==> src/rtl/sdb_pkg.sv <==
// Package of commands, bank states and timing counts for the bank interleave pair
package sdb_pkg;
	localparam int NUM_BANKS = 4;
	localparam int BANK_W = 2;
	localparam int TIMER_W = 8;
	localparam int BURST_LEN = 4;
	localparam int CAS_LATENCY = 3;
	localparam int CLK_PERIOD_NS = 5;
	localparam int PRECHARGE_TIME_NS = 18;
	localparam int WRITE_RECOVERY_TIME_NS = 12;
	localparam int ROW_TO_COLUMN_DELAY_NS = 18;
	localparam int REFRESH_BUSY_CYC = 8;
	localparam int MODE_BUSY_CYC = 2;
	// Least times round up to whole clocks; a zero time gives zero clocks
	localparam int PRECHARGE_CYC = (PRECHARGE_TIME_NS + CLK_PERIOD_NS - 1) / CLK_PERIOD_NS;
	localparam int WRITE_RECOVERY_CYC = (WRITE_RECOVERY_TIME_NS + CLK_PERIOD_NS - 1) / CLK_PERIOD_NS;
	localparam int ROW_TO_COLUMN_CYC = (ROW_TO_COLUMN_DELAY_NS + CLK_PERIOD_NS - 1) / CLK_PERIOD_NS;

	typedef enum logic [3:0] {
		CMD_NOP,
		CMD_ACTIVE,
		CMD_READ,
		CMD_WRITE,
		CMD_PRECHARGE,
		CMD_PRECHARGE_ALL,
		CMD_BURST_STOP,
		CMD_AUTO_REFRESH,
		CMD_SELF_REFRESH,
		CMD_MODE_LOAD
	} sdb_cmd_t;

	typedef enum logic [3:0] {
		BK_IDLE,
		BK_ACTIVATING,
		BK_ACTIVE,
		BK_READ,
		BK_WRITE,
		BK_READ_AP,
		BK_WRITE_AP,
		BK_WRITE_RECOVERY,
		BK_PRECHARGING
	} sdb_bank_st_t;
endpackage : sdb_pkg

==> src/rtl/sdb_if.sv <==
// Command link between the memory controller and the banked memory
`timescale 1ns/100ps
`default_nettype none
interface sdb_if;
	import sdb_pkg::*;
	sdb_cmd_t cmd;
	logic [BANK_W-1:0] ba;
	logic ap;
	logic dqm;
	sdb_bank_st_t [NUM_BANKS-1:0] bank_state;
	modport dev (input cmd, input ba, input ap, input dqm, output bank_state);
	modport ctl (output cmd, output ba, output ap, output dqm, input bank_state);
endinterface : sdb_if
`default_nettype wire

==> src/rtl/sdb_bank_dev.sv <==
// Banked memory end: per-bank state, cross-bank interruption and data beat timing
`timescale 1ns/100ps
`default_nettype none
module sdb_bank_dev
	import sdb_pkg::*;
#(
	parameter int BURST = BURST_LEN,
	parameter int CL = CAS_LATENCY
) (
	input wire logic CLK_I,
	input wire logic RST_I,
	sdb_if.dev LINK,
	output logic RD_VALID_O,
	output logic [BANK_W-1:0] RD_BANK_O,
	output logic WR_TAKEN_O,
	output logic [BANK_W-1:0] WR_BANK_O,
	output logic ALL_IDLE_O,
	output logic CMD_ERROR_O
);
	if (BURST < 1 || BURST > 255 || CL < 2 || CL > 8) begin : g_bad_burst
		$error("sdb_bank_dev: unsupported burst length or CAS latency");
	end
	if (PRECHARGE_CYC > 255 || WRITE_RECOVERY_CYC > 255 || ROW_TO_COLUMN_CYC > 255) begin : g_bad_timing
		$error("sdb_bank_dev: timing count exceeds timer width");
	end

	localparam logic [TIMER_W-1:0] T_RP = TIMER_W'(PRECHARGE_CYC);
	localparam logic [TIMER_W-1:0] T_WR = TIMER_W'(WRITE_RECOVERY_CYC);
	localparam logic [TIMER_W-1:0] T_RCD = TIMER_W'(ROW_TO_COLUMN_CYC);
	localparam logic [TIMER_W-1:0] T_REF = TIMER_W'(REFRESH_BUSY_CYC);
	localparam logic [TIMER_W-1:0] T_MRD = TIMER_W'(MODE_BUSY_CYC);
	localparam logic [TIMER_W-1:0] BEATS_AFTER_FIRST = TIMER_W'(BURST - 1);

	sdb_bank_st_t state [NUM_BANKS];
	sdb_bank_st_t next_state [NUM_BANKS];
	logic [TIMER_W-1:0] timer [NUM_BANKS];
	logic [TIMER_W-1:0] next_timer [NUM_BANKS];
	logic [TIMER_W-1:0] beats [NUM_BANKS];
	logic [TIMER_W-1:0] next_beats [NUM_BANKS];
	logic [NUM_BANKS-1:0] rd_beat;
	logic [NUM_BANKS-1:0] wr_beat;
	logic [NUM_BANKS-1:0] bank_err;
	logic [NUM_BANKS-1:0] bank_idle;

	// Chip-wide busy period for refresh and mode load
	logic [TIMER_W-1:0] busy;
	logic [TIMER_W-1:0] next_busy;
	logic global_err;
	logic all_idle_now;
	logic cmd_live;

	assign all_idle_now = (&bank_idle) && (busy == '0);
	// Commands are ignored while the chip-wide busy period runs
	assign cmd_live = (busy == '0);

	genvar gi;
	generate
		for (gi = 0; gi < NUM_BANKS; gi++) begin : g_bank
			logic hit;
			logic other_burst;
			logic timer_done;

			assign hit = cmd_live && (LINK.ba == BANK_W'(gi));
			assign other_burst = cmd_live && (LINK.ba != BANK_W'(gi))
				&& (LINK.cmd == CMD_READ || LINK.cmd == CMD_WRITE);
			assign timer_done = (timer[gi] <= TIMER_W'(1));
			assign bank_idle[gi] = (state[gi] == BK_IDLE);

			always_comb begin
				next_state[gi] = state[gi];
				next_timer[gi] = (timer[gi] != '0) ? timer[gi] - TIMER_W'(1) : '0;
				next_beats[gi] = beats[gi];
				rd_beat[gi] = 1'b0;
				wr_beat[gi] = 1'b0;
				bank_err[gi] = 1'b0;
				unique case (state[gi])
					BK_IDLE: begin
						if (hit && LINK.cmd == CMD_ACTIVE) begin
							next_state[gi] = BK_ACTIVATING;
							next_timer[gi] = T_RCD;
						end else if (hit && (LINK.cmd == CMD_READ || LINK.cmd == CMD_WRITE
							|| LINK.cmd == CMD_BURST_STOP)) begin
							bank_err[gi] = 1'b1;
						end
					end
					BK_ACTIVATING: begin
						if (timer_done)
							next_state[gi] = BK_ACTIVE;
						if (hit && LINK.cmd != CMD_NOP)
							bank_err[gi] = 1'b1;
					end
					BK_ACTIVE, BK_READ, BK_WRITE: begin
						if (hit && LINK.cmd == CMD_READ) begin
							next_state[gi] = LINK.ap ? BK_READ_AP : BK_READ;
							next_beats[gi] = BEATS_AFTER_FIRST;
						end else if (hit && LINK.cmd == CMD_WRITE) begin
							next_state[gi] = LINK.ap ? BK_WRITE_AP : BK_WRITE;
							next_beats[gi] = BEATS_AFTER_FIRST;
						end else if ((hit && LINK.cmd == CMD_PRECHARGE)
							|| (cmd_live && LINK.cmd == CMD_PRECHARGE_ALL)) begin
							next_state[gi] = BK_PRECHARGING;
							next_timer[gi] = T_RP;
						end else if (hit && LINK.cmd == CMD_BURST_STOP) begin
							if (state[gi] == BK_ACTIVE)
								bank_err[gi] = 1'b1;
							else
								next_state[gi] = BK_ACTIVE;
						end else if (hit && LINK.cmd == CMD_ACTIVE) begin
							bank_err[gi] = 1'b1;
						end else if (state[gi] != BK_ACTIVE) begin
							if (other_burst) begin
								next_state[gi] = BK_ACTIVE;
							end else if (beats[gi] != '0) begin
								// Other-bank activates and precharges leave this burst alone
								next_beats[gi] = beats[gi] - TIMER_W'(1);
								rd_beat[gi] = (state[gi] == BK_READ);
								wr_beat[gi] = (state[gi] == BK_WRITE);
							end else begin
								next_state[gi] = BK_ACTIVE;
							end
						end
					end
					BK_READ_AP: begin
						if (other_burst || beats[gi] == '0) begin
							next_state[gi] = BK_PRECHARGING;
							next_timer[gi] = T_RP;
						end else begin
							next_beats[gi] = beats[gi] - TIMER_W'(1);
							rd_beat[gi] = 1'b1;
						end
						if (hit && LINK.cmd != CMD_NOP)
							bank_err[gi] = 1'b1;
					end
					BK_WRITE_AP: begin
						if (other_burst || beats[gi] == '0) begin
							// Recovery counts from the interrupting command
							next_state[gi] = BK_WRITE_RECOVERY;
							next_timer[gi] = T_WR;
						end else begin
							next_beats[gi] = beats[gi] - TIMER_W'(1);
							wr_beat[gi] = 1'b1;
						end
						if (hit && LINK.cmd != CMD_NOP)
							bank_err[gi] = 1'b1;
					end
					BK_WRITE_RECOVERY: begin
						if (timer_done) begin
							next_state[gi] = BK_PRECHARGING;
							next_timer[gi] = T_RP;
						end
						if (hit && LINK.cmd != CMD_NOP)
							bank_err[gi] = 1'b1;
					end
					BK_PRECHARGING: begin
						if (timer_done)
							next_state[gi] = BK_IDLE;
						if (hit && LINK.cmd != CMD_NOP)
							bank_err[gi] = 1'b1;
					end
				endcase
			end

			always_ff @(posedge CLK_I or posedge RST_I) begin
				if (RST_I) begin
					state[gi] <= BK_IDLE;
					timer[gi] <= '0;
					beats[gi] <= '0;
				end else begin
					state[gi] <= next_state[gi];
					timer[gi] <= next_timer[gi];
					beats[gi] <= next_beats[gi];
				end
			end

			assign LINK.bank_state[gi] = state[gi];
		end
	endgenerate

	// Chip-wide commands need every bank idle
	always_comb begin
		next_busy = (busy != '0) ? busy - TIMER_W'(1) : '0;
		global_err = 1'b0;
		if (cmd_live && (LINK.cmd == CMD_AUTO_REFRESH || LINK.cmd == CMD_SELF_REFRESH
			|| LINK.cmd == CMD_MODE_LOAD)) begin
			if (!all_idle_now)
				global_err = 1'b1;
			else if (LINK.cmd == CMD_AUTO_REFRESH)
				next_busy = T_REF;
			else if (LINK.cmd == CMD_MODE_LOAD)
				next_busy = T_MRD;
		end
		if (!cmd_live && LINK.cmd != CMD_NOP)
			global_err = 1'b1;
	end

	// Data beats: first beat belongs to the registering command, later ones to the bank
	logic rd_now;
	logic wr_now;
	logic [BANK_W-1:0] rd_bank_now;
	logic [BANK_W-1:0] wr_bank_now;
	logic [CL-2:0] pipe_v;
	logic [CL-2:0] next_pipe_v;
	logic [BANK_W-1:0] pipe_b [CL-1];
	logic [BANK_W-1:0] next_pipe_b [CL-1];
	logic next_rd_valid;
	logic next_wr_taken;
	logic [BANK_W-1:0] next_wr_bank;
	logic next_error;

	always_comb begin
		rd_now = 1'b0;
		wr_now = 1'b0;
		rd_bank_now = '0;
		wr_bank_now = '0;
		for (int b = 0; b < NUM_BANKS; b++) begin
			if (rd_beat[b]) begin
				rd_now = 1'b1;
				rd_bank_now = BANK_W'(b);
			end
			if (wr_beat[b]) begin
				wr_now = 1'b1;
				wr_bank_now = BANK_W'(b);
			end
		end
		// A newly registered burst takes the bus in its own registration cycle
		if (cmd_live && LINK.cmd == CMD_READ && !bank_err[LINK.ba]) begin
			rd_now = 1'b1;
			rd_bank_now = LINK.ba;
		end
		if (cmd_live && LINK.cmd == CMD_WRITE && !bank_err[LINK.ba]) begin
			wr_now = 1'b1;
			wr_bank_now = LINK.ba;
		end
		next_pipe_v[0] = rd_now;
		next_pipe_b[0] = rd_bank_now;
		for (int k = 1; k < CL - 1; k++) begin
			next_pipe_v[k] = pipe_v[k-1];
			next_pipe_b[k] = pipe_b[k-1];
		end
		next_rd_valid = pipe_v[CL-2];
		// A write ends read data at once; the controller masks the bus beforehand
		if (wr_now && cmd_live && LINK.cmd == CMD_WRITE) begin
			next_pipe_v = '0;
			next_rd_valid = 1'b0;
		end
		next_wr_taken = wr_now;
		next_wr_bank = wr_bank_now;
		next_error = global_err || (|bank_err);
	end

	always_ff @(posedge CLK_I or posedge RST_I) begin
		if (RST_I) begin
			busy <= '0;
			pipe_v <= '0;
			for (int k = 0; k < CL - 1; k++)
				pipe_b[k] <= '0;
			RD_VALID_O <= 1'b0;
			RD_BANK_O <= '0;
			WR_TAKEN_O <= 1'b0;
			WR_BANK_O <= '0;
			ALL_IDLE_O <= 1'b1;
			CMD_ERROR_O <= 1'b0;
		end else begin
			busy <= next_busy;
			pipe_v <= next_pipe_v;
			for (int k = 0; k < CL - 1; k++)
				pipe_b[k] <= next_pipe_b[k];
			RD_VALID_O <= next_rd_valid;
			RD_BANK_O <= pipe_b[CL-2];
			WR_TAKEN_O <= next_wr_taken;
			WR_BANK_O <= next_wr_bank;
			ALL_IDLE_O <= all_idle_now;
			CMD_ERROR_O <= next_error;
		end
	end
endmodule : sdb_bank_dev
`default_nettype wire

==> src/flat_wrapper.sv <==
// flat-port wrapper written by rule: the top's interface ports become plain ports
module sdb_bank_dev_flat import sdb_pkg::*;
#(
	parameter int BURST = BURST_LEN,
	parameter int CL = CAS_LATENCY
)
  (CLK_I, RST_I, RD_VALID_O, RD_BANK_O, WR_TAKEN_O, WR_BANK_O, ALL_IDLE_O, CMD_ERROR_O, LINK_cmd, LINK_ba, LINK_ap, LINK_dqm, LINK_bank_state);
  sdb_if LINK_i ();
  input wire logic CLK_I;
  input wire logic RST_I;
  output logic RD_VALID_O;
  output logic [BANK_W-1:0] RD_BANK_O;
  output logic WR_TAKEN_O;
  output logic [BANK_W-1:0] WR_BANK_O;
  output logic ALL_IDLE_O;
  output logic CMD_ERROR_O;
  input wire logic [$bits(LINK_i.cmd)-1:0] LINK_cmd;
  input wire logic [$bits(LINK_i.ba)-1:0] LINK_ba;
  input wire logic [$bits(LINK_i.ap)-1:0] LINK_ap;
  input wire logic [$bits(LINK_i.dqm)-1:0] LINK_dqm;
  output wire logic [$bits(LINK_i.bank_state)-1:0] LINK_bank_state;
  assign LINK_i.cmd = LINK_cmd;
  assign LINK_i.ba = LINK_ba;
  assign LINK_i.ap = LINK_ap;
  assign LINK_i.dqm = LINK_dqm;
  assign LINK_bank_state = LINK_i.bank_state;
  sdb_bank_dev #(.BURST(BURST), .CL(CL)) u_core (.CLK_I(CLK_I), .RST_I(RST_I), .LINK(LINK_i), .RD_VALID_O(RD_VALID_O), .RD_BANK_O(RD_BANK_O), .WR_TAKEN_O(WR_TAKEN_O), .WR_BANK_O(WR_BANK_O), .ALL_IDLE_O(ALL_IDLE_O), .CMD_ERROR_O(CMD_ERROR_O));
endmodule
==> config.mk <==
export PLATFORM = sky130hd
export DESIGN_NAME = sdb_bank_dev_flat
export DESIGN_NICKNAME = d
export VERILOG_FILES = /design/src/rtl/sdb_pkg.sv /design/src/rtl/sdb_if.sv /design/src/rtl/sdb_bank_dev.sv /design/src/flat_wrapper.sv
export SDC_FILE = /design/constraint.sdc
export NUM_CORES = 1
export LEC_CHECK = 0
export BUFFER_PORTS_ARGS = -buffer_cell sky130_fd_sc_hd__buf_2
export CAP_MARGIN = 10
export CORE_ASPECT_RATIO = 0.5
export CORE_MARGIN = 2
export CORE_UTILIZATION = 42
export DETAILED_ROUTE_END_ITERATION = 16
export PLACE_DENSITY = 0.61
export SETUP_SLACK_MARGIN = 0.3
export SLEW_MARGIN = 20
export SYNTH_ARGS = -nofsm -noshare
export SYNTH_HDL_FRONTEND = slang
export SYNTH_SLANG_ARGS = --single-unit
==> constraint.sdc <==
create_clock -name CLK_I -period 4.3 [get_ports CLK_I]
set_input_delay 0.43 -clock CLK_I [delete_from_list [all_inputs] [get_ports CLK_I]]
set_output_delay 0.43 -clock CLK_I [all_outputs]
set_load 0.03 [all_outputs]
After elaboration in Yosys (flattened, before gate mapping)
Index checks and enable logic that the tools add are counted.
{"block": "word_totals", "mem_count": 0, "wordCells": 555, "ff_bits": 102, "latchBits": 0, "inputBits": 10, "ram_bits": 0, "output_inout_bits": 24, "romBits": 0}
{"block": "op_classes", "n_mul": 0, "order_cmp": 5, "n_mux": 288, "div": 0, "bitwise_logic": 0, "eq_ne": 119, "n_reduce_logical": 112, "shifts": 0, "addsub": 9}
{"operator": "2-to-1 mux 8 bit", "count": 73}
{"operator": "2-to-1 mux 4 bit", "count": 60}
{"operator": "one-hot mux 8 bit (5 select lines)", "count": 4}
{"operator": "2-to-1 mux 1 bit", "count": 121}
{"operator": "one-hot mux 4 bit (7 select lines)", "count": 4}
{"operator": "equality test 4 x 3 -> 1 bit (second input constant)", "count": 20}
{"operator": "nonzero test 8 bit", "count": 9}
{"operator": "subtractor 8 x 1 -> 8 bit (second input constant)", "count": 9}
{"operator": "one-hot mux 8 bit (2 select lines)", "count": 4}
{"operator": "logical AND 1 bit", "count": 50}
{"operator": "!= test 4 x 2 -> 1 bit (second input constant)", "count": 12}
{"operator": "!= test 2 x 1 -> 1 bit (second input constant)", "count": 21}
{"operator": "equality test 4 x 2 -> 1 bit (second input constant)", "count": 10}
{"operator": "logical NOT 8 bit", "count": 5}
{"operator": "AND reduction 10 bit", "count": 4}
{"operator": "less-or-equal comparator 8 x 1 -> 1 bit (second input constant)", "count": 4}
{"operator": "!= test 4 x 1 -> 1 bit (second input constant)", "count": 8}
{"operator": "!= test 4 bit (second input constant)", "count": 8}
{"operator": "AND reduction 8 bit", "count": 4}
{"operator": "!= test 7 x 2 -> 1 bit (second input constant)", "count": 4}
{"operator": "equality test 4 bit (second input constant)", "count": 6}
{"operator": "!= test 6 x 1 -> 1 bit (second input constant)", "count": 4}
{"operator": "!= test 6 x 3 -> 1 bit (second input constant)", "count": 4}
{"operator": "!= test 6 bit (second input constant)", "count": 4}
{"operator": "21 further kinds", "count": 81}

Longest topological paths before layout
Gate-level depths: netlist (run 1).
{"block": "depth", "word_depth": 19, "ltp_mapped": 10, "ltp_nobuf": 9}

Worst setup path after synthesis (run 1)
Ideal clock, no wire load.
{"block": "synth_timing", "kind": "input to register", "startpoint": "input port LINK_cmd[2]", "endpoint": "register u_core.pipe_b (netlist bit u_core.next_pipe_b[1])", "arrival_ns": 2.763, "required_ns": 4.175, "setup_ns": 0.125, "setup_slack_ns": 1.412, "stages": 8, "cell_sequence": "or4_1 -> buf_2 -> and3_4 -> a311oi_1 -> a41oi_1 -> or4_4 -> or3_4 -> mux2_4"}
{"item": "from (decl)", "line_no": "flat_wrapper.sv:17", "text": "input wire logic [$bits(LINK_i.cmd)-1:0] LINK_cmd;"}
{"item": "to (signal, indexed assignment)", "line_no": "sdb_bank_dev.sv:267", "text": "pipe_b[k] <= next_pipe_b[k];"}
{"item": "to (decl)", "line_no": "sdb_bank_dev.sv:203", "text": "logic [BANK_W-1:0] pipe_b [CL-1];"}

Final worst setup path (run 1)
{"block": "layout_timing", "startpoint": "register u_core.busy[0]", "endpoint": "register u_core.beats[29] (netlist name)"}
{"block": "layout_via", "elab_chain_len": 6}
{"item": "from (decl)", "line_no": "sdb_bank_dev.sv:46", "text": "logic [TIMER_W-1:0] busy;"}
{"item": "from (signal assigned)", "line_no": "sdb_bank_dev.sv:264", "text": "busy <= next_busy;"}
{"item": "logical NOT 8 bit *", "line_no": "sdb_bank_dev.sv:54", "text": "assign cmd_live = (busy == '0);"}
{"item": "logical AND 1 bit, on equally long branches", "line_no": "sdb_bank_dev.sv:63, sdb_bank_dev.sv:64"}
{"item": "logical AND 1 bit, on equally long branches", "line_no": "sdb_bank_dev.sv:99, sdb_bank_dev.sv:65, sdb_bank_dev.sv:96"}
{"item": "logical OR 1 bit (tied with other cells)", "line_no": "sdb_bank_dev.sv:100", "text": "|| (cmd_live && LINK.cmd == CMD_PRECHARGE_ALL)) begin"}
{"item": "!= test 4 x 2 -> 1 bit (no line) (tied with other cells)"}
{"item": "AND reduction 8 bit (no line) / one-hot mux 8 bit (2 select lines) (equally long branches)"}
{"item": "to (signal, indexed assignment)", "line_no": "sdb_bank_dev.sv:171", "text": "beats[gi] <= next_beats[gi];"}
{"item": "to (decl)", "line_no": "sdb_bank_dev.sv:38", "text": "logic [TIMER_W-1:0] beats [NUM_BANKS];"}
Mark *: on every way between the ends. The rest lies on a longest branch, timed or not.
A chain may end at the register's enable or synchronous reset.

==> summary.md, run 1 <==
| Metric | Value |
|---|---|
| Diodes inserted | `0` |
| Largest net degree at the start of global routing | `65` |
| Simple-Gate Fraction of Synth Area | `31.0%` |
| Post-CTS Repair Setup Buffers | `0` |
| Die width | `between 150 and 200 microns` |
| Fmax | `291 MHz` |
| Routed vias | `7487` |
| Worst rel slew slack | `38.2%` |
| TNS Setup | `0 ns` |
| CTS tree | `done` |
| Leakage power | `approximately 0.0033 uW` |
| Synth Area in Adders | `2.59%` |
| Total grt overflow | `0` |
| CTS resizes | `0` |
| Drc violations | `0` |
| 1st-iter DRT viols | `~670` |
| Post-synthesis mux area share | `1.41%` |
| Post-Synth XOR/XNOR Area | `2.95%` |
| Worst slew pin tran | `0.919 ns` |
| Cell count after synthesis | `967` |
| Main combinational cell family by area after synthesis | `simple AND/OR/NAND/NOR gates` |
| Final setup vio count | `0` |
| Row count | `34` |
| Number of synthesized flops with an enable pin | `0` |
| Reg2reg start | `u_core.busy[0]` |
| Crit path max fanout | `11` |
| Clk pin slew, worst setup/hold paths | `about 0.07 ns` |
| First-pass GRT wire length | `roughly 35000 microns` |
| Core area | `17700 sq um` |
| Die area | `19500 sq um` |
| Count of cell types in the netlist | `80` |
| Routed WL | `around 22000 microns` |
| Commonest non-fill, non-tap cell in the layout | `nor2_1` |
| Final Wtd Congestion | `0.967` |
| Max Cap Viol | `0` |
| Cells along the critical path | `inv_1, ha_1, nor3b_2, buf_4, nand2_1, a311oi_1, a21oi_1, o21bai_1, nand2b_1, o21ai_0` |
| Ys async rst share | `100%` |
| Clock Latency Late Sink | `~0.36 ns` |
| Antenna viol nets, final | `0` |
| Vias in the first global route | `6952` |
| Slowest-stage cell, CP | `a311oi_1` |
| H-Tree Depth | `3` |
| RSZ-0062 raised after global routing | `no` |
| IO Port Bufs | `32` |
| Critical Path End | `u_core.beats[29]` |
| Setup crit end kind | `flop` |
| Post-DP Area | `8110 sq um` |
| Initial Util | `43.6%` |
| Vias/cell | `6.17` |
| CP peak stage delay | `approximately 0.50 ns` |
| DP HPWL | `15400 microns` |
| Share of layout cells above drive strength 1 | `11.6%` |
| Status | `complete, no violations` |
| Reg2reg end | `u_core.beats[29]` |
| Io pins | `34` |
| Total power draw | `6510 uW` |
| Tmin final | `3.44 ns` |
| Clock Tree Buf Depth | `2` |
| Die Y | `~100 microns` |
| Layout area overhead | `9.23%` |
| Clock sink count | `between 100 and 150` |
| IR drop worst, VDD | `between 0.2 and 0.25 mV` |
| Post-Synthesis Net Count | `993` |
| Final Skew | `0.00524 ns` |
| Cell area after synthesis | `7720 sq um` |
| Nets | `1001` |
| Kind of critical path | `flop to flop` |
| R2r setup slk | `0.86 ns` |
| Slew Viols, Final | `0` |
| Critical path data arrival time | `3.66 ns` |
| Tightest Hold Check Type | `input port to asynchronous set/reset pin` |
| CTS Hold Bufs | `0` |
| CTS root buffer | `clkbuf_16` |
| Worst setup path startpoint | `u_core.busy[0]` |
| Final Cycle Share | `79.9%` |
| Avg Inst Size Synth | `7.98 sq um` |
| DR WL/cell | `17.8 microns` |
| Fin. Hold Viols | `0` |
| Compound-gate portion of the synthesized area | `approximately 25%` |
| Total GRT Usage | `22.4%` |
| Register area share after synthesis | `roughly 33%` |
| Finished Cell Area | `8430 sq um` |
| Initial DRT Pass Iterations | `5` |
| R2R depth | `10` |
| Initial antenna violation count | `0` |
| CTS buffer count | `9` |
| Commonest cells after routing, fill and taps aside | `nor2_1 (114), dfrtp_1 (101), o21ai_0 (82)` |
| Power density cells | `773 nW/um^2` |
| Startpoint types | `flop` |
| Synthesis-stage register bit count | `slightly above 100` |
| Worst EP required | `4.53 ns` |
| Hold WS | `0.234 ns` |
| Predominant post-synthesis flop cell | `dfrtp_1` |
| Yosys Warn Count | `0` |
## per-layer routing
| metal | GRT usage [%] | vias up | share of wire (%) |
|---|---|---|---|
| met1 | 31.0 | 3598 | 48 |
| li1 | - | 3617 | - |
| met4 | 6.93 | 0 | 2.1 |
| met2 | 34.6 | 226 | 44 |
| met5 | 0 | - | 0 |
| met3 | 5.61 | 46 | 5.9 |
## worst min path at each step
stage	from	endpoint	slack [ns]	cells after the start
3_5_place_dp	u_core.pipe_b[1]	u_core.RD_BANK_O[1]	0.34	0
2_1_floorplan	u_core.pipe_b[0]	u_core.RD_BANK_O[0]	0.33	0
6_report	RST_I	u_core.beats[0]	0.23	2
4_1_cts	RST_I	u_core.timer[28]	0.27	2
3_3_place_gp	u_core.pipe_b[1]	u_core.RD_BANK_O[1]	0.33	0
5_1_grt	RST_I	u_core.beats[0]	0.31	2
## final cells by class
cell class | count | area, sq um
Tap cell | 234 | 293
Fill cell | 1758 | 9270
Sequential cell | 102 | 2550
Multi-Input combinational cell | 778 | 4830
Clock buffer | 13 | 280
Inverter | 32 | 123
Clock inverter | 3 | 40.0
Timing Repair Buffer | 52 | 310
## per-stage QoR
stage	util, %	cells	setup WS, ns
after floorplan	-	967	1.20
after global placement	45.8	1198	0.929
after detailed placement	45.8	1198	0.889
after CTS	47.6	1214	0.916
after global routing	47.6	1214	0.637
final	47.6	1214	0.864
## worst max-delay path: cells and delay by family, from the launching register on
family,cells,cell delay (ns)
AO/OA/AOI/OAI,4,1.16
AND/OR/NAND/NOR,3,1.14
flip-flops,1,0.41
buffers and inverters,2,0.40
adder cells (fa/ha/maj),1,0.18
## sequential cells by signal, indices dropped and copies added (netlist names)
register / cells
u_core.RD_VALID_O: 1
u_core.RD_BANK_O: 2
u_core.timer: 32
u_core.CMD_ERROR_O: 1
u_core.pipe_v: 2
u_core.WR_TAKEN_O: 1
u_core.WR_BANK_O: 2
u_core.busy: 8
u_core.pipe_b: 2
u_core.next_pipe_b: 2
u_core.beats: 32
u_core.ALL_IDLE_O: 1
u_core.LINK.bank_state: 16
## cells by family (layout without fill, tap and decap cells)
kind of cell,Yosys count,count (layout)
AND/OR/NAND/NOR,437,437
adder cells (fa/ha/maj),16,16
XOR/XNOR,26,26
buffers and inverters,87,100
AO/OA/AOI/OAI,289,289
flip-flops,102,102
multiplexers,10,10
## report_power, final
group	internal, uW	total, uW	leakage, uW	switching, uW
Clock	513	875	0.000162	362
Sequential	1390	1940	0.00125	558
Combinational	1480	3700	0.00191	2210
## synth_stat cells (6+ instances only)
master / count / share of area, %
and2_1: 9 / 0.73
o22ai_1: 6 / 0.49
a21oi_1: 60 / 3.9
inv_1: 32 / 1.6
nor3b_1: 9 / 0.88
nand4_1: 11 / 0.89
o211ai_1: 11 / 1.1
or4_1: 12 / 1.2
o31ai_1: 11 / 1.1
nand2b_1: 28 / 2.3
mux2i_1: 6 / 0.78
o41ai_1: 9 / 1.0
dfrtp_1: 101 / 33
and3_1: 7 / 0.57
a21o_1: 8 / 0.78
a211oi_1: 9 / 0.88
clkbuf_1: 46 / 2.2
a31oi_1: 11 / 0.89
xor2_1: 9 / 1.0
nor4_1: 21 / 1.7
nor3_1: 39 / 2.5
o32ai_1: 10 / 1.1
nand3_1: 18 / 1.2
nand3b_1: 6 / 0.58
ha_1: 16 / 2.6
o2111ai_1: 8 / 0.91
nor2b_1: 23 / 1.9
xnor2_1: 17 / 1.9
or3_1: 20 / 1.6
nor2_1: 114 / 5.5
or4b_2: 6 / 0.78
buf_2: 6 / 0.39
o21ai_0: 82 / 5.3
nand2_1: 71 / 3.5
or2_2: 10 / 0.81
or3b_2: 8 / 0.91
(Power assumes the default switching activity.)
==> run 2, diff against run 1 <==
==> constraint.sdc (replaced) <==
create_clock -name CLK_I -period 3.6 [get_ports CLK_I]
set_input_delay 0.36 -clock CLK_I [delete_from_list [all_inputs] [get_ports CLK_I]]
set_output_delay 0.36 -clock CLK_I [all_outputs]
set_load 0.03 [all_outputs]
==> run 2 against run 1 <==
  * Critical path depth shrank 2
  * Die area is the same
  * Clock power grew 14%
  * Critical path type unchanged
  * Critical endpoint is now u_core.pipe_v[0]
  * Largest power group unchanged
  * Highest routed layer unchanged
==> summary.md, run 2 (synthesis gave the netlist of run 1 again) <==
| Metric | Value |
|---|---|
| Status | `complete, no violations` |
| CTS root buffer | `clkbuf_16` |
| TNS Setup | `0 ns (unchanged)` |
| Kind of critical path | `flop to flop` |
| Fmax | `317 MHz (+8.9%)` |
| Clock Tree Buf Depth | `2 (unchanged)` |
| Commonest non-fill, non-tap cell in the layout | `nor2_1` |
| Diodes inserted | `0 (unchanged)` |
| Clk pin slew, worst setup/hold paths | `0.08 ns (about the same)` |
| Die area | `19500 sq um (unchanged)` |
| Worst EP required | `3.80 ns (-0.73 ns)` |
| IR drop worst, VDD | `0.255 mV (+6.1%)` |
| Io pins | `34 (unchanged)` |
| Initial DRT Pass Iterations | `5 (unchanged)` |
| Routed WL | `21800 microns (+1.2%)` |
| Share of layout cells above drive strength 1 | `13.9% (+2.2 points)` |
| Fin. Hold Viols | `0 (unchanged)` |
| DP HPWL | `15700 microns (+2.0%)` |
| Clock sink count | `102 (unchanged)` |
| Power density cells | `920 nW/um^2 (+19%)` |
| H-Tree Depth | `3 (unchanged)` |
| Core Util, Final | `48.7% (+1.0 points)` |
| DR WL/cell | `17.7 microns (-0.56%)` |
| Layout area overhead | `11.6%` |
| Final Skew | `0.0115 ns (+0.00629 ns)` |
| Slew Viols, Final | `0 (unchanged)` |
| Worst setup path startpoint | `u_core.busy[4]` |
| CTS buffer count | `9 (unchanged)` |
| First-pass GRT wire length | `36400 microns (+2.9%)` |
| Die Y | `99.8 microns (unchanged)` |
| Total grt overflow | `0 (unchanged)` |
| Leakage power | `0.00342 uW (+3.3%)` |
| Critical path data arrival time | `3.35 ns (-0.31 ns)` |
| Startpoint types | `flop` |
| Initial Util | `43.6% (unchanged)` |
| Largest net degree at the start of global routing | `53 (-18%)` |
| Total GRT Usage | `23.0% (+0.64 points)` |
| Clock Latency Late Sink | `0.36 ns (about the same)` |
| Critical Path End | `u_core.pipe_v[0]` |
| CTS tree | `done` |
| Antenna viol nets, final | `0 (unchanged)` |
| Tmin final | `3.16 ns (-0.281 ns)` |
| RSZ-0062 raised after global routing | `no` |
| Final worst-path setup slack | `0.445 ns (-0.419 ns)` |
| R2r setup slk | `0.44 ns (-0.42 ns)` |
| Final Wtd Congestion | `0.961 (-0.64%)` |
| Initial antenna violation count | `0 (unchanged)` |
| Post-place setup slack | `0.290 ns (-0.599 ns)` |
| Routed vias | `7546 (+0.79%)` |
| Vias/cell | `6.11 (-1.0%)` |
| Core area | `17700 sq um (unchanged)` |
| Setup crit end kind | `flop` |
| Row count | `34 (unchanged)` |
| Reg2reg start | `u_core.busy[4]` |
| Crit path max fanout | `9 (-2)` |
| Final Cycle Share | `87.6% (+7.7 points)` |
| R2R depth | `8 (-2)` |
| Final setup vio count | `0 (unchanged)` |
| Reg2reg end | `u_core.pipe_v[0]` |
| Max Cap Viol | `0 (unchanged)` |
| Worst slew pin tran | `0.717 ns (-0.202 ns)` |
| 1st-iter DRT viols | `605 (-10%)` |
| Commonest cells after routing, fill and taps aside | `nor2_1 (114), dfrtp_1 (101), o21ai_0 (82)` |
| Die width | `196 microns (unchanged)` |
| Worst rel slew slack | `52.0% (+14 points)` |
| Fill count | `1768 (+0.57%)` |
| Tightest Hold Check Type | `input port to asynchronous set/reset pin` |
| Drc violations | `0 (unchanged)` |
| IO Port Bufs | `32 (unchanged)` |
| Nets | `1024 (+2.3%)` |
| CTS Hold Bufs | `0 (unchanged)` |
| Vias in the first global route | `7050 (+1.4%)` |
## run 2: worst min-delay path by stage
| stage | from | endpoint | slack (ns) | cells after the start |
|---|---|---|---|---|
| 2_1_floorplan | u_core.pipe_b[0] | u_core.RD_BANK_O[0] | 0.33 | 0 |
| 3_3_place_gp | u_core.pipe_b[0] | u_core.RD_BANK_O[0] | 0.33 | 0 |
| 3_5_place_dp | u_core.next_pipe_b[1] | u_core.pipe_b[1] | 0.33 | 0 |
| 4_1_cts | RST_I | u_core.beats[30] | 0.13 | 2 |
| 5_1_grt | RST_I | u_core.beats[1] | 0.15 | 2 |
| 6_report | RST_I | u_core.beats[30] | 0.10 | 2 |
## run 2: area by class of cell
cell class | count | area [sq um] | area share (%)
clock buffer | 11 | 243 | 2.82
clock inverter | 4 | 47.5 | 0.552
inverter | 32 | 123 | 1.42
multi-input combinational | 778 | 4860 | 56.4
sequential | 102 | 2550 | 29.7
tap | 234 | 293 | 3.40
timing repair buffer | 75 | 495 | 5.75
## run 2: what timing repair did
item                       in CTS  in global routing
setup endpoints to repair       0                 19
buffers inserted                0                  2
gates resized for setup         0                  5
## run 2: layer usage
layer | track usage, % | share of wire [%]
met1 | 32.5 | 48
met2 | 35.6 | 44
met3 | 5.41 | 6.0
met4 | 6.12 | 1.9
met5 | 0 | 0
## run 2: per-stage QoR
stage | hold slack, ns | cells | total power (uW) | area [sq um]
2_1_floorplan | 0.331 | 967 | 5610 | 7720
3_3_place_gp | 0.334 | 1219 | 6710 | 8280
3_5_place_dp | 0.335 | 1219 | 6800 | 8280
4_1_cts | 0.127 | 1234 | 7840 | 8570
5_1_grt | 0.148 | 1236 | 8680 | 8610
6_report | 0.104 | 1236 | 7920 | 8610
## run 2: worst max-delay path: stages, from the launching register on
cell and delay [ns]:
dfrtp_1 0.45, or4_1 0.75, buf_4 0.27, nor3_1 0.38
a21boi_0 0.19, o2111ai_2 0.37, o41ai_1 0.16, nor2_1 0.21
o311ai_0 0.20
## run 2: power breakdown
group / total, uW / internal [uW] / leakage, uW / switching (uW)
Sequential: 2300 / 1660 / 0.00125 / 641
Combinational: 4630 / 1920 / 0.00204 / 2710
Clock: 996 / 553 / 0.000141 / 443
==> run 3, diff against run 2 <==
--- a/config.mk
+++ b/config.mk
@@ -9,9 +9,9 @@
 export CAP_MARGIN = 10
 export CORE_ASPECT_RATIO = 0.5
 export CORE_MARGIN = 2
-export CORE_UTILIZATION = 42
+export CORE_UTILIZATION = 63
 export DETAILED_ROUTE_END_ITERATION = 16
-export PLACE_DENSITY = 0.61
+export PLACE_DENSITY = 0.84
 export SETUP_SLACK_MARGIN = 0.3
 export SLEW_MARGIN = 20
 export SYNTH_ARGS = -nofsm -noshare
==> run 3 against run 2 <==
  * Utilization up 23 points
  * Combinational power about the same
  * Worst setup slack worse by 0.078 ns
  * Register-to-register slack worse by 0.08 ns
  * Critical path type unchanged
  * Non-clock buffer count down 7
  * Largest cell class unchanged
  * Final cell count down 6.1%
==> summary.md, run 3 (synthesis gave the netlist of run 1 again) <==
| Metric | Value |
|---|---|
| Reg2reg start | `u_core.busy[4]` |
| Routed WL | `21300 microns (-2.7%)` |
| Power density cells | `932 nW/um^2 (+1.3%)` |
| Worst EP required | `3.83 ns (+0.03 ns)` |
| Combinational share of power | `58.5% (about the same)` |
| Commonest non-fill, non-tap cell in the layout | `nor2_1` |
| Multi-input logic area | `4830 sq um (-0.46%)` |
| Placed Cells | `1142 (-6.3%)` |
| Initial DRT Pass Iterations | `6 (+1)` |
| Cell-internal power | `4050 uW (-2.0%)` |
| Setup crit end kind | `flop` |
| Io pins | `34 (unchanged)` |
| Worst slew pin tran | `0.799 ns (+0.0818 ns)` |
| Fmax | `309 MHz (-2.4%)` |
| Hold WS | `0.0927 ns (-0.0115 ns)` |
| Crit path max fanout | `10 (+1)` |
| Commonest cells after routing, fill and taps aside | `nor2_1 (114), dfrtp_1 (101), o21ai_0 (81)` |
| Finished Cell Area | `8450 sq um (-1.9%)` |
| Post-DP Area | `8140 sq um (-1.6%)` |
| Critical path data arrival time | `3.47 ns (+0.12 ns)` |
| Final Wtd Congestion | `1.03 (+7.6%)` |
| IR drop worst, VDD | `0.618 mV (+140%)` |
| DP HPWL | `15000 microns (-4.2%)` |
| Clock Latency Late Sink | `0.35 ns (about the same)` |
| Tmin final | `3.23 ns (+0.0778 ns)` |
| R2R depth | `7 (-1)` |
| Startpoint types | `flop` |
| Clock Tree Buf Depth | `2 (unchanged)` |
| Clk pin slew, worst setup/hold paths | `0.08 ns (about the same)` |
| Initial Util | `65.0% (+21 points)` |
| Final cell count without fillers | `1161 (-6.1%)` |
| Antenna viol nets, final | `0 (unchanged)` |
| CTS tree | `done` |
| IO Port Bufs | `32 (unchanged)` |
| Die area | `13200 sq um (-32%)` |
| Fin. Hold Viols | `0 (unchanged)` |
| Nets | `1017 (-0.68%)` |
| Clk pwr share | `12.0% (-0.6 points)` |
| H-Tree Depth | `3 (unchanged)` |
| Vias/cell | `6.75 (+11%)` |
| Total GRT Usage | `32.5% (+9.5 points)` |
| Die Y | `82.3 microns (-18%)` |
| Drc violations | `0 (unchanged)` |
| 1st-iter DRT viols | `1035 (+71%)` |
| Kind of critical path | `flop to flop` |
| Routed vias | `7839 (+3.9%)` |
| Total grt overflow | `0 (unchanged)` |
| R2r setup slk | `0.37 ns (-0.08 ns)` |
| Status | `complete, no violations` |
| Final setup vio count | `0 (unchanged)` |
| Leakage power | `0.00337 uW (-1.5%)` |
| CTS root buffer | `clkbuf_16` |
| RSZ-0062 raised after global routing | `no` |
| Fill count | `932 (-47%)` |
| First-pass GRT wire length | `34400 microns (-5.5%)` |
| Layout area overhead | `9.53%` |
| Diodes inserted | `0 (unchanged)` |
| Storage element area | `2550 sq um (unchanged)` |
| Cells along the critical path | `or4_1, nor2_2, a2111o_1, a41oi_1, or4_4, or3_4, mux2_4` |
| Slew Viols, Final | `0 (unchanged)` |
| Reg2reg end | `u_core.next_pipe_b[1]` |
| Slowest-stage cell, CP | `or4_1` |
| Initial antenna violation count | `0 (unchanged)` |
| Max Cap Viol | `0 (unchanged)` |
| Share of layout cells above drive strength 1 | `12.9% (-1.0 points)` |
| TNS Setup | `0 ns (unchanged)` |
| Clock sink count | `102 (unchanged)` |
| Final Cycle Share | `89.8% (+2.2 points)` |
| Die width | `161 microns (-18%)` |
| Switching power | `3830 uW (+0.94%)` |
| CP peak stage delay | `0.83 ns (+0.08 ns)` |
| Net Sw Frac | `48.6% (+0.75 points)` |
| Core area | `11900 sq um (-33%)` |
| Vias in the first global route | `6800 (-3.5%)` |
| Row count | `28 (-18%)` |
| Tightest Hold Check Type | `input port to asynchronous set/reset pin` |
| Final Skew | `0.0138 ns (+0.00223 ns)` |
| DR WL/cell | `18.3 microns (+3.6%)` |
| Largest net degree at the start of global routing | `53 (unchanged)` |
| CTS buffer count | `9 (unchanged)` |
| Flop pwr share | `29.6% (+0.6 points)` |
| Worst rel slew slack | `46.3% (-5.8 points)` |
run 3: worst max path at each step:
stage / from / end / slack (ns) / depth (start not counted)
finish: u_core.busy[4] / u_core.next_pipe_b[1] / 0.37 / 7
global route: u_core.busy[0] / u_core.beats[31] / 0.31 / 9
CTS: u_core.busy[4] / u_core.next_pipe_b[1] / 0.42 / 7
detailed placement: LINK_cmd[1] / u_core.next_pipe_b[1] / 0.37 / 8
global placement: LINK_cmd[1] / u_core.next_pipe_b[1] / 0.38 / 8
floorplan: RST_I / u_core.CMD_ERROR_O / 0.57 / 1
run 3: layout make-up:
cell class	count	area share, %
multi-input combinational	778	57.2
sequential	102	30.2
timing repair buffer	68	5.39
clock buffer	12	2.92
tap	165	2.44
inverter	32	1.45
clock inverter	4	0.385
run 3: per-stage QoR:
step	util [%]	total power, uW	setup slack, ns
floorplan	-	5610	0.566
global placement	68.6	6560	0.376
detailed placement	68.6	6740	0.373
CTS	70.9	7700	0.421
global route	71.2	8510	0.312
finish	71.2	7870	0.367
run 3: timing repair:
item | in CTS | in global routing
resized for setup | 0 | 2
endpoints found under the setup margin | 0 | 18
hold buffers | 0 | 0
setup buffers | 0 | 3
endpoints found under the hold margin | 0 | 0
run 3: worst max-delay path, delay by kind of cell (launching register included):
| family | cells | cell delay [ns] |
|---|---|---|
| flops | 1 | 0.47 |
| simple gates | 4 | 2.03 |
| mux | 1 | 0.30 |
| compound gates | 2 | 0.30 |
run 3: layer usage:
metal	global-route usage (%)	part of all wire (%)	vias to the layer above
met4	9.91	2.1	0
met2	51.9	44	424
met5	0	0	-
li1	-	-	3635
met3	6.04	8.8	62
met1	45.5	45	3718
run 3: power by group through the flow:
stage	Clock, uW	Sequential [uW]	Combinational [uW]
final	942	2330	4600
after detailed placement	0	2310	4430
after global placement	0	2280	4280
after floorplan	0	2200	3410
after global routing	1010	2410	5100
after CTS	949	2300	4450
